$ cat src/core/reply_timing_pkg.sv
// Constants and carriers for the reply-timeout monitor and the transmit-tag release
package reply_timing_pkg;
	// Register offsets
	localparam logic [7:0] CHAN_A_REPLY_TIMEOUT_CFG_ADDR = 8'h14;
	localparam logic [7:0] CHAN_B_REPLY_TIMEOUT_CFG_ADDR = 8'h15;
	localparam logic [7:0] CHAN_A_TX_TAG_ASSIGN_ADDR = 8'h16;
	localparam logic [7:0] CHAN_B_TX_TAG_ASSIGN_ADDR = 8'h17;
	// Reset values
	localparam logic [6:0] TIMEOUT_CFG_RESET = 7'h00;
	localparam logic [4:0] TAG_ASSIGN_RESET = 5'h00;
	// Field positions of the reply-timeout register
	localparam int LATE_FLAG_BIT = 7;
	localparam int INTERBYTE_SLACK_HI = 6;
	localparam int INTERBYTE_SLACK_LO = 5;
	localparam int REPLY_SLACK_HI = 4;
	localparam int REPLY_SLACK_LO = 1;
	localparam int MONITOR_ON_BIT = 0;
	// Field positions of the tag register
	localparam int TAG_HI = 7;
	localparam int TAG_LO = 4;
	localparam int TAG_RELEASE_ON_BIT = 0;
	localparam logic [3:0] GLOBAL_TAG = 4'h0;
	// Baseline limits in bit intervals
	localparam logic [4:0] REPLY_BASE_BITS = 5'h0A;
	localparam logic [4:0] INTERBYTE_BASE_BITS = 5'h01;
	// Clock and transfer rates
	localparam int CLK_HZ = 25_000_000;
	localparam int RATE_COM1_BPS = 4_800;
	localparam int RATE_COM2_BPS = 38_400;
	localparam int RATE_COM3_BPS = 230_400;
	localparam int BIT_CYC_COM1 = CLK_HZ / RATE_COM1_BPS;
	localparam int BIT_CYC_COM2 = CLK_HZ / RATE_COM2_BPS;
	localparam int BIT_CYC_COM3 = CLK_HZ / RATE_COM3_BPS;
	localparam logic [1:0] RATE_COM1 = 2'h1;
	localparam logic [1:0] RATE_COM2 = 2'h2;

	// Framer events of one channel, one-cycle pulses
	typedef struct packed {
		logic tx_done;
		logic rx_start;
		logic rx_byte_done;
		logic rx_msg_done;
	} link_evt_s;

	typedef enum logic [1:0] {MON_IDLE, MON_WAIT_REPLY, MON_RECV, MON_GAP} mon_state_e;
endpackage

$ cat src/core/reply_timeout_tag_release.sv
// Reply-timeout monitors for both channels and transmit-tag release logic
`timescale 1ns/1ps
// How it works
// - Bit 7 sets when the device reply misses its allowed delay.
// - Each flag set raises that channel's receive-error interrupt.
// - Reading the reply-timeout register clears the flag; other fields unchanged.
// - Bits 6:5 add 0..3 bit intervals to the inter-byte limit.
// - Bits 4:1 add 0..15 bit intervals to the ten-bit reply limit.
// - Bit 0 on starts reply timing at the master's last stop bit.
// - Late first reply or late inter-byte gap both flag and interrupt.
// - Bit 0 off stops monitoring and the flag reads zero.
// - Channel B has an identical independent register at 0x15.
// - Tag register bits 7:4 hold channel A's 4-bit transmit tag.
// - Matching trigger write releases queued message and starts enabled cycle timer.
// - Trigger value zero always releases both channels.
// - Tag register bit 0 off ignores the assigned tag.
// - Unused tag register bits 3:1 read as zero.
// - Cycle timer starts only when its control enable bit is set.

////////////////////////////////////////////////////////////////////////////////

module reply_monitor
	import reply_timing_pkg::*;
(
	// Clock and reset
	input wire logic clk,
	input wire logic srst,
	input wire logic ce,
	// Configuration
	input wire logic [6:0] cfg,
	input wire logic [12:0] bit_len,
	// Framer events and flag clear
	input wire link_evt_s evt,
	input wire logic rd_clr,
	// Status
	output logic late_flag,
	output logic fault_irq
);
	mon_state_e state;
	logic [12:0] cyc;
	logic [4:0] bits;
	logic [4:0] limit;
	logic mon_on;
	logic wrap;
	logic timeout;

	assign mon_on = cfg[MONITOR_ON_BIT];
	assign wrap = (cyc == bit_len - 13'h0001);
	assign limit = (state == MON_GAP) ?
		INTERBYTE_BASE_BITS + {3'h0, cfg[INTERBYTE_SLACK_HI:INTERBYTE_SLACK_LO]} :
		REPLY_BASE_BITS + {1'h0, cfg[REPLY_SLACK_HI:REPLY_SLACK_LO]};
	assign timeout = ((state == MON_WAIT_REPLY) || (state == MON_GAP)) && wrap && (bits == limit - 5'h01);

	always_ff @(posedge clk) begin
		if (srst) begin
			state <= MON_IDLE;
		end else if (ce) begin
			if (!mon_on) begin
				state <= MON_IDLE;
			end else if (evt.tx_done) begin
				state <= MON_WAIT_REPLY;
			end else begin
				case (state)
					MON_WAIT_REPLY, MON_GAP: begin
						if (timeout || evt.rx_msg_done) begin // End of reply also closes the gap timer
							state <= MON_IDLE;
						end else if (evt.rx_start) begin
							state <= MON_RECV;
						end
					end
					MON_RECV: begin
						if (evt.rx_msg_done) begin
							state <= MON_IDLE;
						end else if (evt.rx_byte_done) begin
							state <= MON_GAP;
						end
					end
					default: state <= MON_IDLE;
				endcase
			end
		end
	end

	// Bit-interval timer, restarted at each phase boundary
	always_ff @(posedge clk) begin
		if (srst) begin
			cyc <= 13'h0000;
			bits <= 5'h00;
		end else if (ce) begin
			if (evt.tx_done || evt.rx_byte_done || state == MON_IDLE || state == MON_RECV) begin
				cyc <= 13'h0000;
				bits <= 5'h00;
			end else if (wrap) begin
				cyc <= 13'h0000;
				bits <= bits + 5'h01;
			end else begin
				cyc <= cyc + 13'h0001;
			end
		end
	end

	// Set wins over the read clear so a late reply is never lost
	always_ff @(posedge clk) begin
		if (srst) begin
			late_flag <= 1'b0;
			fault_irq <= 1'b0;
		end else if (ce) begin
			fault_irq <= mon_on && timeout;
			if (!mon_on) begin
				late_flag <= 1'b0;
			end else if (timeout) begin
				late_flag <= 1'b1;
			end else if (rd_clr) begin
				late_flag <= 1'b0;
			end
		end
	end
endmodule // reply_monitor

////////////////////////////////////////////////////////////////////////////////

module reply_timeout_tag_release
	import reply_timing_pkg::*;
#(
	parameter int BIT_CYC_SLOW = BIT_CYC_COM1
)(
	// Clock and reset
	input wire logic clk,
	input wire logic srst,
	input wire logic ce,
	// Register port from the serial host interface
	input wire logic reg_wr,
	input wire logic reg_rd,
	input wire logic [7:0] reg_addr,
	input wire logic [7:0] reg_wdata,
	output logic [7:0] reg_rdata,
	// Trigger register write
	input wire logic trig_wr,
	input wire logic [3:0] trig_val,
	// Per-channel framer state and cycle-timer enables
	input wire link_evt_s line_a_evt,
	input wire link_evt_s line_b_evt,
	input wire logic [1:0] line_a_rate,
	input wire logic [1:0] line_b_rate,
	input wire logic chan_a_period_timer_on,
	input wire logic chan_b_period_timer_on,
	// Results
	output logic chan_a_receive_fault_irq,
	output logic chan_b_receive_fault_irq,
	output logic chan_a_tx_release,
	output logic chan_b_tx_release,
	output logic chan_a_period_timer_start,
	output logic chan_b_period_timer_start
);
	logic [6:0] chan_a_timeout_reg;
	logic [6:0] chan_b_timeout_reg;
	logic [3:0] chan_a_tx_tag;
	logic [3:0] chan_b_tx_tag;
	logic chan_a_tag_release_on;
	logic chan_b_tag_release_on;
	logic chan_a_late_reply_flag;
	logic chan_b_late_reply_flag;
	logic match_a;
	logic match_b;

	function automatic logic [12:0] bit_cycles(input logic [1:0] rate);
		case (rate)
			RATE_COM1: bit_cycles = BIT_CYC_SLOW[12:0];
			RATE_COM2: bit_cycles = BIT_CYC_COM2[12:0];
			default: bit_cycles = BIT_CYC_COM3[12:0];
		endcase
	endfunction

	always_ff @(posedge clk) begin
		if (srst) begin
			chan_a_timeout_reg <= TIMEOUT_CFG_RESET;
			chan_b_timeout_reg <= TIMEOUT_CFG_RESET;
			{chan_a_tx_tag, chan_a_tag_release_on} <= TAG_ASSIGN_RESET;
			{chan_b_tx_tag, chan_b_tag_release_on} <= TAG_ASSIGN_RESET;
		end else if (ce && reg_wr) begin
			case (reg_addr)
				CHAN_A_REPLY_TIMEOUT_CFG_ADDR: chan_a_timeout_reg <= reg_wdata[6:0];
				CHAN_B_REPLY_TIMEOUT_CFG_ADDR: chan_b_timeout_reg <= reg_wdata[6:0];
				CHAN_A_TX_TAG_ASSIGN_ADDR: begin
					chan_a_tx_tag <= reg_wdata[TAG_HI:TAG_LO];
					chan_a_tag_release_on <= reg_wdata[TAG_RELEASE_ON_BIT];
				end
				CHAN_B_TX_TAG_ASSIGN_ADDR: begin
					chan_b_tx_tag <= reg_wdata[TAG_HI:TAG_LO];
					chan_b_tag_release_on <= reg_wdata[TAG_RELEASE_ON_BIT];
				end
				default: ;
			endcase
		end
	end

	// Read data is captured before the clear lands
	always_ff @(posedge clk) begin
		if (srst) begin
			reg_rdata <= 8'h00;
		end else if (ce && reg_rd) begin
			case (reg_addr)
				CHAN_A_REPLY_TIMEOUT_CFG_ADDR: reg_rdata <= {chan_a_late_reply_flag, chan_a_timeout_reg};
				CHAN_B_REPLY_TIMEOUT_CFG_ADDR: reg_rdata <= {chan_b_late_reply_flag, chan_b_timeout_reg};
				CHAN_A_TX_TAG_ASSIGN_ADDR: reg_rdata <= {chan_a_tx_tag, 3'h0, chan_a_tag_release_on};
				CHAN_B_TX_TAG_ASSIGN_ADDR: reg_rdata <= {chan_b_tx_tag, 3'h0, chan_b_tag_release_on};
				default: reg_rdata <= 8'h00;
			endcase
		end
	end

	reply_monitor mon_a (
		.clk(clk),
		.srst(srst),
		.ce(ce),
		.cfg(chan_a_timeout_reg),
		.bit_len(bit_cycles(line_a_rate)),
		.evt(line_a_evt),
		.rd_clr(reg_rd && reg_addr == CHAN_A_REPLY_TIMEOUT_CFG_ADDR),
		.late_flag(chan_a_late_reply_flag),
		.fault_irq(chan_a_receive_fault_irq)
	);

	reply_monitor mon_b (
		.clk(clk),
		.srst(srst),
		.ce(ce),
		.cfg(chan_b_timeout_reg),
		.bit_len(bit_cycles(line_b_rate)),
		.evt(line_b_evt),
		.rd_clr(reg_rd && reg_addr == CHAN_B_REPLY_TIMEOUT_CFG_ADDR),
		.late_flag(chan_b_late_reply_flag),
		.fault_irq(chan_b_receive_fault_irq)
	);

	// Zero is hard-wired to both channels whatever the enables say
	assign match_a = trig_wr && ((trig_val == GLOBAL_TAG) ||
		(chan_a_tag_release_on && trig_val == chan_a_tx_tag));
	assign match_b = trig_wr && ((trig_val == GLOBAL_TAG) ||
		(chan_b_tag_release_on && trig_val == chan_b_tx_tag));

	always_ff @(posedge clk) begin
		if (srst) begin
			chan_a_tx_release <= 1'b0;
			chan_b_tx_release <= 1'b0;
			chan_a_period_timer_start <= 1'b0;
			chan_b_period_timer_start <= 1'b0;
		end else if (ce) begin
			chan_a_tx_release <= match_a;
			chan_b_tx_release <= match_b;
			chan_a_period_timer_start <= match_a && chan_a_period_timer_on;
			chan_b_period_timer_start <= match_b && chan_b_period_timer_on;
		end
	end
endmodule // reply_timeout_tag_release

$ cat config.mk
export PLATFORM = sky130hd
export DESIGN_NAME = reply_timeout_tag_release
export DESIGN_NICKNAME = d
export VERILOG_FILES = /design/src/core/reply_timing_pkg.sv /design/src/core/reply_timeout_tag_release.sv
export SDC_FILE = /design/constraint.sdc
export NUM_CORES = 1
export LEC_CHECK = 0
export CAP_MARGIN = 20
export CORE_MARGIN = 1.5
export CORE_UTILIZATION = 36
export CTS_CLUSTER_SIZE = 8
export DETAILED_ROUTE_END_ITERATION = 10
export DONT_BUFFER_PORTS = 1
export PLACE_DENSITY = 0.52
export SLEW_MARGIN = 20
export SYNTH_ARGS = -nofsm -noshare
export SYNTH_HDL_FRONTEND = slang
export SYNTH_SLANG_ARGS = --single-unit
$ cat constraint.sdc
create_clock -name clk -period 5.8 [get_ports clk]
set_input_delay 0.58 -clock clk [delete_from_list [all_inputs] [get_ports clk]]
set_output_delay 0.58 -clock clk [all_outputs]
set_load 0.01 [all_outputs]
; After elaboration in Yosys (flattened, before gate mapping)
; Cells that the tools add are included.
[op_classes]
eq_ne = 26
bitwise = 0
shift = 0
n_mux = 33
order_cmp = 0
reduce_logical = 45
addsub = 12
n_div = 0
multipliers = 0
[op_table]
columns = operator, count
row1 = 13-bit two-way mux, 4
row2 = 13-bit one-hot mux with 2 select lines, 2
row3 = "8-bit by 5-bit equality test with 1-bit output, second input constant", 4
row4 = 8-bit one-hot mux with 4 select lines, 1
row5 = 5-bit two-way mux, 6
row6 = "13-bit by 1-bit adder with 13-bit output, second input constant", 2
row7 = 13-bit equality test, 2
row8 = "13-bit by 1-bit subtractor with 13-bit output, second input constant", 2
row9 = 2-bit two-way mux, 12
row10 = 1-bit logical AND, 16
row11 = 2-bit AND reduction, 8
row12 = "2-bit equality test, second input constant", 6
row13 = 1-bit logical OR, 12
row14 = "4-bit by 4-bit adder with 5-bit output, first input constant", 2
row15 = "5-bit by 1-bit adder with 5-bit output, second input constant", 2
row16 = 5-bit equality test, 2
row17 = "5-bit by 4-bit != test with 1-bit output, second input constant", 2
row18 = "5-bit != test, second input constant", 2
row19 = "5-bit by 1-bit subtractor with 5-bit output, second input constant", 2
row20 = "2-bit by 1-bit equality test with 1-bit output, second input constant", 4
row21 = 4-bit equality test, 2
row22 = 2-bit one-hot mux with 2 select lines, 2
row23 = "1-bit by 2-bit adder with 3-bit output, first input constant", 2
row24 = 1-bit two-way mux, 6
row25 = 6 further kinds, 11
[word_totals]
latchBits = 0
rom_bits = 0
register_bits = 80
in_bits = 40
n_memories = 0
elab_cells = 137
ram_bits = 0

; Depth between registers and ports, before layout
[logic_depth]
depth_word = 11
depth_mapped = 9

; Cells and area by module
; Synthesis repeated with hierarchy kept, for this count alone.
[hier_totals]
hier_cells = 663
hier_area_um2 = 5644.2
[modules_own_cells]
columns = module, area_each_um2, cells_each, n_inst
row1 = reply_monitor (mon_b), 1941.9, 237, 1
row2 = reply_monitor (mon_a), 1885.6, 237, 1
row3 = reply_timeout_tag_release, 1816.7, 189, 1

; Worst setup path after synthesis
; No wires, ideal clock.
[synth_timing]
path_type = input to register
startpoint = input line_a_rate[0]
endpoint = register mon_a.state[0]
cell_stages = 8
required_time_ns = 5.684
arrival_time_ns = 2.209
setup_slack_ns = 3.475
setup_ns = 0.116
path_cell_list = inv_1 > ha_1 > or4_1 > a211oi_2 > nand4_1 > nor4b_2 > nor4b_1 > a31o_1
[synth_between]
elab_chain_cells = 11
word_cells_on_any_way = 14
classes_between = add/sub (1) / eq/ne (4) / mux (5) / reduce/logical (4)
[synth_lines]
columns = element, line
row1 = start: declaration, reply_timeout_tag_release.sv:143  ; input wire logic [1:0] line_a_rate,
row2 = 2-bit equality test or 2-bit by 1-bit equality test with 1-bit output (tied branches), reply_timeout_tag_release.sv:167  ; case (rate)
row3 = 13-bit one-hot mux with 2 select lines (*), reply_timeout_tag_release.sv:167
row4 = 13-bit by 1-bit subtractor with 13-bit output (*), reply_timeout_tag_release.sv:48  ; assign wrap = (cyc == bit_len - 13'h0001);
row5 = 13-bit equality test (*), reply_timeout_tag_release.sv:48
row6 = 1-bit logical AND (*) (2 in series), reply_timeout_tag_release.sv:52  ; assign timeout = ((state == MON_WAIT_REPLY) || (state == MON_GAP)) && wrap && (bits == limit - 5'h01);
row7 = 1-bit logical OR (*), reply_timeout_tag_release.sv:65  ; if (timeout || evt.rx_msg_done) begin
row8 = 2-bit two-way mux, reply_timeout_tag_release.sv:65
row9 = 2-bit one-hot mux with 2 select lines, reply_timeout_tag_release.sv:63  ; case (state)
row10 = 2-bit two-way mux, reply_timeout_tag_release.sv:60  ; end else if (evt.tx_done) begin
row11 = 2-bit two-way mux, reply_timeout_tag_release.sv:58  ; if (!mon_on) begin
row12 = end signal: assignment, reply_timeout_tag_release.sv:59  ; state <= MON_IDLE;
row13 = end signal: assignment, reply_timeout_tag_release.sv:61  ; state <= MON_WAIT_REPLY;
row14 = end signal: assignment, reply_timeout_tag_release.sv:66  ; state <= MON_IDLE;
row15 = end: declaration, reply_timeout_tag_release.sv:39  ; mon_state_e state;
; Every way passes the cells marked *; elsewhere a longest branch is shown, timed or not.
; A chain may end at the register's enable or synchronous reset.

; Worst setup path after layout
[layout_timing]
startpoint = register chan_b_timeout_reg[5]
endpoint = register mon_b.state[1]
[layout_between]
elab_chain_cells = 10
word_cells_on_any_way = 12
classes_between = add/sub (2) / eq/ne (2) / mux (5) / reduce/logical (3)
[layout_lines]
columns = element, line
row1 = start: declaration, reply_timeout_tag_release.sv:156  ; logic [6:0] chan_b_timeout_reg;
row2 = start signal: assignment, reply_timeout_tag_release.sv:183  ; CHAN_B_REPLY_TIMEOUT_CFG_ADDR: chan_b_timeout_reg <= reg_wdata[6:0];
row3 = 1-bit by 2-bit adder with 3-bit output (*), reply_timeout_tag_release.sv:50  ; INTERBYTE_BASE_BITS + {3'h0, cfg[INTERBYTE_SLACK_HI:INTERBYTE_SLACK_LO]} :
row4 = 5-bit two-way mux (*), reply_timeout_tag_release.sv:49  ; assign limit = (state == MON_GAP) ?
row5 = 5-bit by 1-bit subtractor with 5-bit output (*), reply_timeout_tag_release.sv:52
row6 = 5-bit equality test (*), reply_timeout_tag_release.sv:52
row7 = 1-bit logical AND (*), reply_timeout_tag_release.sv:52
row8 = 1-bit logical OR (*), reply_timeout_tag_release.sv:65
row9 = 2-bit two-way mux, reply_timeout_tag_release.sv:65
row10 = 2-bit one-hot mux with 2 select lines, reply_timeout_tag_release.sv:63
row11 = 2-bit two-way mux, reply_timeout_tag_release.sv:60
row12 = 2-bit two-way mux, reply_timeout_tag_release.sv:58
row13 = end signal: assignment, reply_timeout_tag_release.sv:59
row14 = end signal: assignment, reply_timeout_tag_release.sv:61
row15 = end signal: assignment, reply_timeout_tag_release.sv:66
row16 = end: declaration, reply_timeout_tag_release.sv:39
; Marked as above.

==> results.txt <==
Clock share of power: 0.512
Wire length of the first global-routing pass: 16490 um
Finished Cell Area: 4720 um2
CTS root buffer: clkbuf_16
Clk sinks: 80
Top Registers: mon_a.cyc x13, mon_b.cyc x13, reg_rdata x8
Leak: 1.729 nW
Buf+Inv Stages, Crit Path: 0
Final WL: 10040 um
Vias in the first global route: 3216
Post-DP HPWL: 7391 um
Critical Path AT: 2.57 ns
CP max stage delay: 0.47 ns
Max Cap Viol: 0
Largest net degree at the start of global routing: 56
Ys async rst share: 0
Die area: 12640 um2
DRT Pass-1 Iters: 6
Worst-Skew Late Latency: 0.34 ns
# nets final: 540
Most frequent cells in the layout: 93 x nor2_1, 80 x dfxtp_1, 34 x mux2i_1
Unrepaired setup endpoints after global routing: false
Vias per cell: 5.372
Die W: 112.4 um
EDFF count, synth: 0
Global Route Usage Sum: 0.1675
I/O Pins: 54
Commonest non-fill, non-tap cell in the layout: nor2_1
Worst-margin pin slew: 0.7380 ns
Power Dens Cells: 253.2 nW/um2
R2R setup slack: 3.46 ns
Via count: 3406
GRT overflow: 0
CP Class: reg2reg
CP startpoint: chan_b_timeout_reg[5]
Synthesized cell area: 4310 um2
Syn Area/Cell: 8.708 um2
Worst path cell trace: ha_1 -> nor3b_1 -> nor2_1 -> mux4_2 -> a2111o_1 -> o21a_1
Logic pwr share: 0.025
Final Cycle Share: 0.4035
VDD IR-drop max: 0.0001582 V
Crit start category: register
Sequential power share: 0.463
Num rows: 39
Final slew viol count: 0
Worst reg2reg startpoint: chan_b_timeout_reg[5]
Final Skew: 0.009210 ns
Crit-path max FO: 6
Switching share of power: 0.2017
Drc violations: 0
Initial antenna violation count: 0
Post-Syn Instances: 495
Clock tree buffer depth: 2
Minimum clock period: 2.340 ns
Number of buffers created by CTS: 9
I/O Buffers: 0
Setup_tns: 0 ns
Max-slew headroom: 0.5053
Slowest stage cell, crit path: mux4_2
CP delay by family, top: compound AO/OA/AOI/OAI gates
#FFs+latches synth: 80
Placer Congestion: 0.7473
Initial core utilization: 0.3727
Post-Syn Nets: 549
Clk pin slew, worst setup/hold paths: 0.06 ns
WP depth: 6
Hold Path Class: in2reg
Placed Area: 4404 um2
H-tree levels: 3
Top_reg_cell synth: dfxtp_1
CTS tree: done
Average wire per standard cell: 15.83 um
Share of cells above drive strength 1: 0.05295
Ys Warns: 0
Drt initial violations: 147
Routed Antenna Nets: 0
R2R depth: 6
Core region area: 11560 um2
Crit end category: register
Status: finished, final reports clean
CTS resizes: 0
Die Height: 112.4 um
Post-synthesis sequential area ratio: 0.3716
CP required: 6.03 ns
R2r endpoint: mon_b.state[1]
Fmax achieved: 0.4273 GHz
CP endpoint: mon_b.state[1]
Hold Buf Count CTS: 0
Final setup violation count: 0
Antenna Cells: 0
P_int: 0.9541 mW
Setup Fix Bufs, Post-CTS: 0
Hold Violations, Final: 0
Net Switching: 0.2410 mW
Distinct cells, synth: 57
Area growth syn-to-layout: 9.492%
[metrics by stage]
step | util | hold slack [ns] | total power [mW] | cells | setup WS, ns
detailed placement | 0.3808 | 0.4947 | 0.5959 | 618 | 3.195
CTS | 0.4081 | 0.2948 | 1.211 | 634 | 3.474
floorplan | - | 0.4511 | 0.5997 | 495 | 3.475
finish | 0.4081 | 0.3046 | 1.195 | 634 | 3.460
global route | 0.4081 | 0.2966 | 1.231 | 634 | 3.314
global placement | 0.3808 | 0.4977 | 0.5951 | 618 | 3.248
[synthesized netlist by cell type, types with 4 or more instances]
cell type / count / area share
nor2_1: 93 / 0.081
dfxtp_1: 80 / 0.37
mux2i_1: 34 / 0.079
xor2_1: 29 / 0.059
nand2_1: 27 / 0.024
a21oi_1: 21 / 0.024
xnor2_1: 20 / 0.041
nand3_1: 16 / 0.019
clkbuf_1: 15 / 0.013
ha_1: 14 / 0.041
nand4_1: 14 / 0.020
inv_1: 11 / 0.0096
nor3_1: 9 / 0.010
o21ai_0: 9 / 0.010
nand2b_1: 8 / 0.012
or3_1: 7 / 0.010
and3_1: 6 / 0.0087
mux4_2: 6 / 0.031
nor2b_1: 6 / 0.0087
a22oi_1: 5 / 0.0087
nor4b_1: 5 / 0.010
o21a_1: 4 / 0.0070
[power by group through the flow]
stage	Clock (mW)	Sequential, mW	Combinational, mW
after floorplan	0	0.565	0.0345
after global routing	0.644	0.554	0.0335
final	0.611	0.554	0.0299
after CTS	0.627	0.554	0.0304
after detailed placement	0	0.566	0.0299
after global placement	0	0.566	0.0291
[final cells by class]
type | count | area (um2)
sequential | 80 | 1602
tap | 143 | 178.9
fill | 1138 | 6845
inverter | 12 | 45.04
clock inverter | 3 | 65.06
multi-input combinational | 383 | 2579
clock buffer | 13 | 250.2
[layer usage]
layer  routed length (um)  track usage
met5                    0            0
met4                  134      0.07004
met3                  531      0.04428
met2                 4576       0.2613
met1                 4796       0.2205
[how the worst min path moves through the flow]
stage / endpoint / cells past startpoint / from
6_report: chan_a_period_timer_start / 1 / srst
5_1_grt: chan_b_period_timer_start / 1 / srst
4_1_cts: chan_b_period_timer_start / 1 / srst
3_5_place_dp: mon_b.late_flag / 2 / mon_b.late_flag
3_3_place_gp: chan_a_period_timer_start / 2 / chan_a_period_timer_start
2_1_floorplan: mon_a.late_flag / 2 / mon_a.late_flag
[cell families (layout without fill, tap and decap cells)]
logic type / count (synthesis) / in the layout / share of synthesized area
AOI/OAI and AO/OA: 69 / 69 / 0.1060
xor gates and xnor gates: 49 / 49 / 0.09956
adders and majority gates: 14 / 14 / 0.04064
buffers and inverters: 32 / 28 / 0.03019
DFF: 80 / 80 / 0.3716
muxes: 40 / 40 / 0.1103
and+or+nand+nor: 211 / 211 / 0.2418
Power figures use the tool's default switching activity.
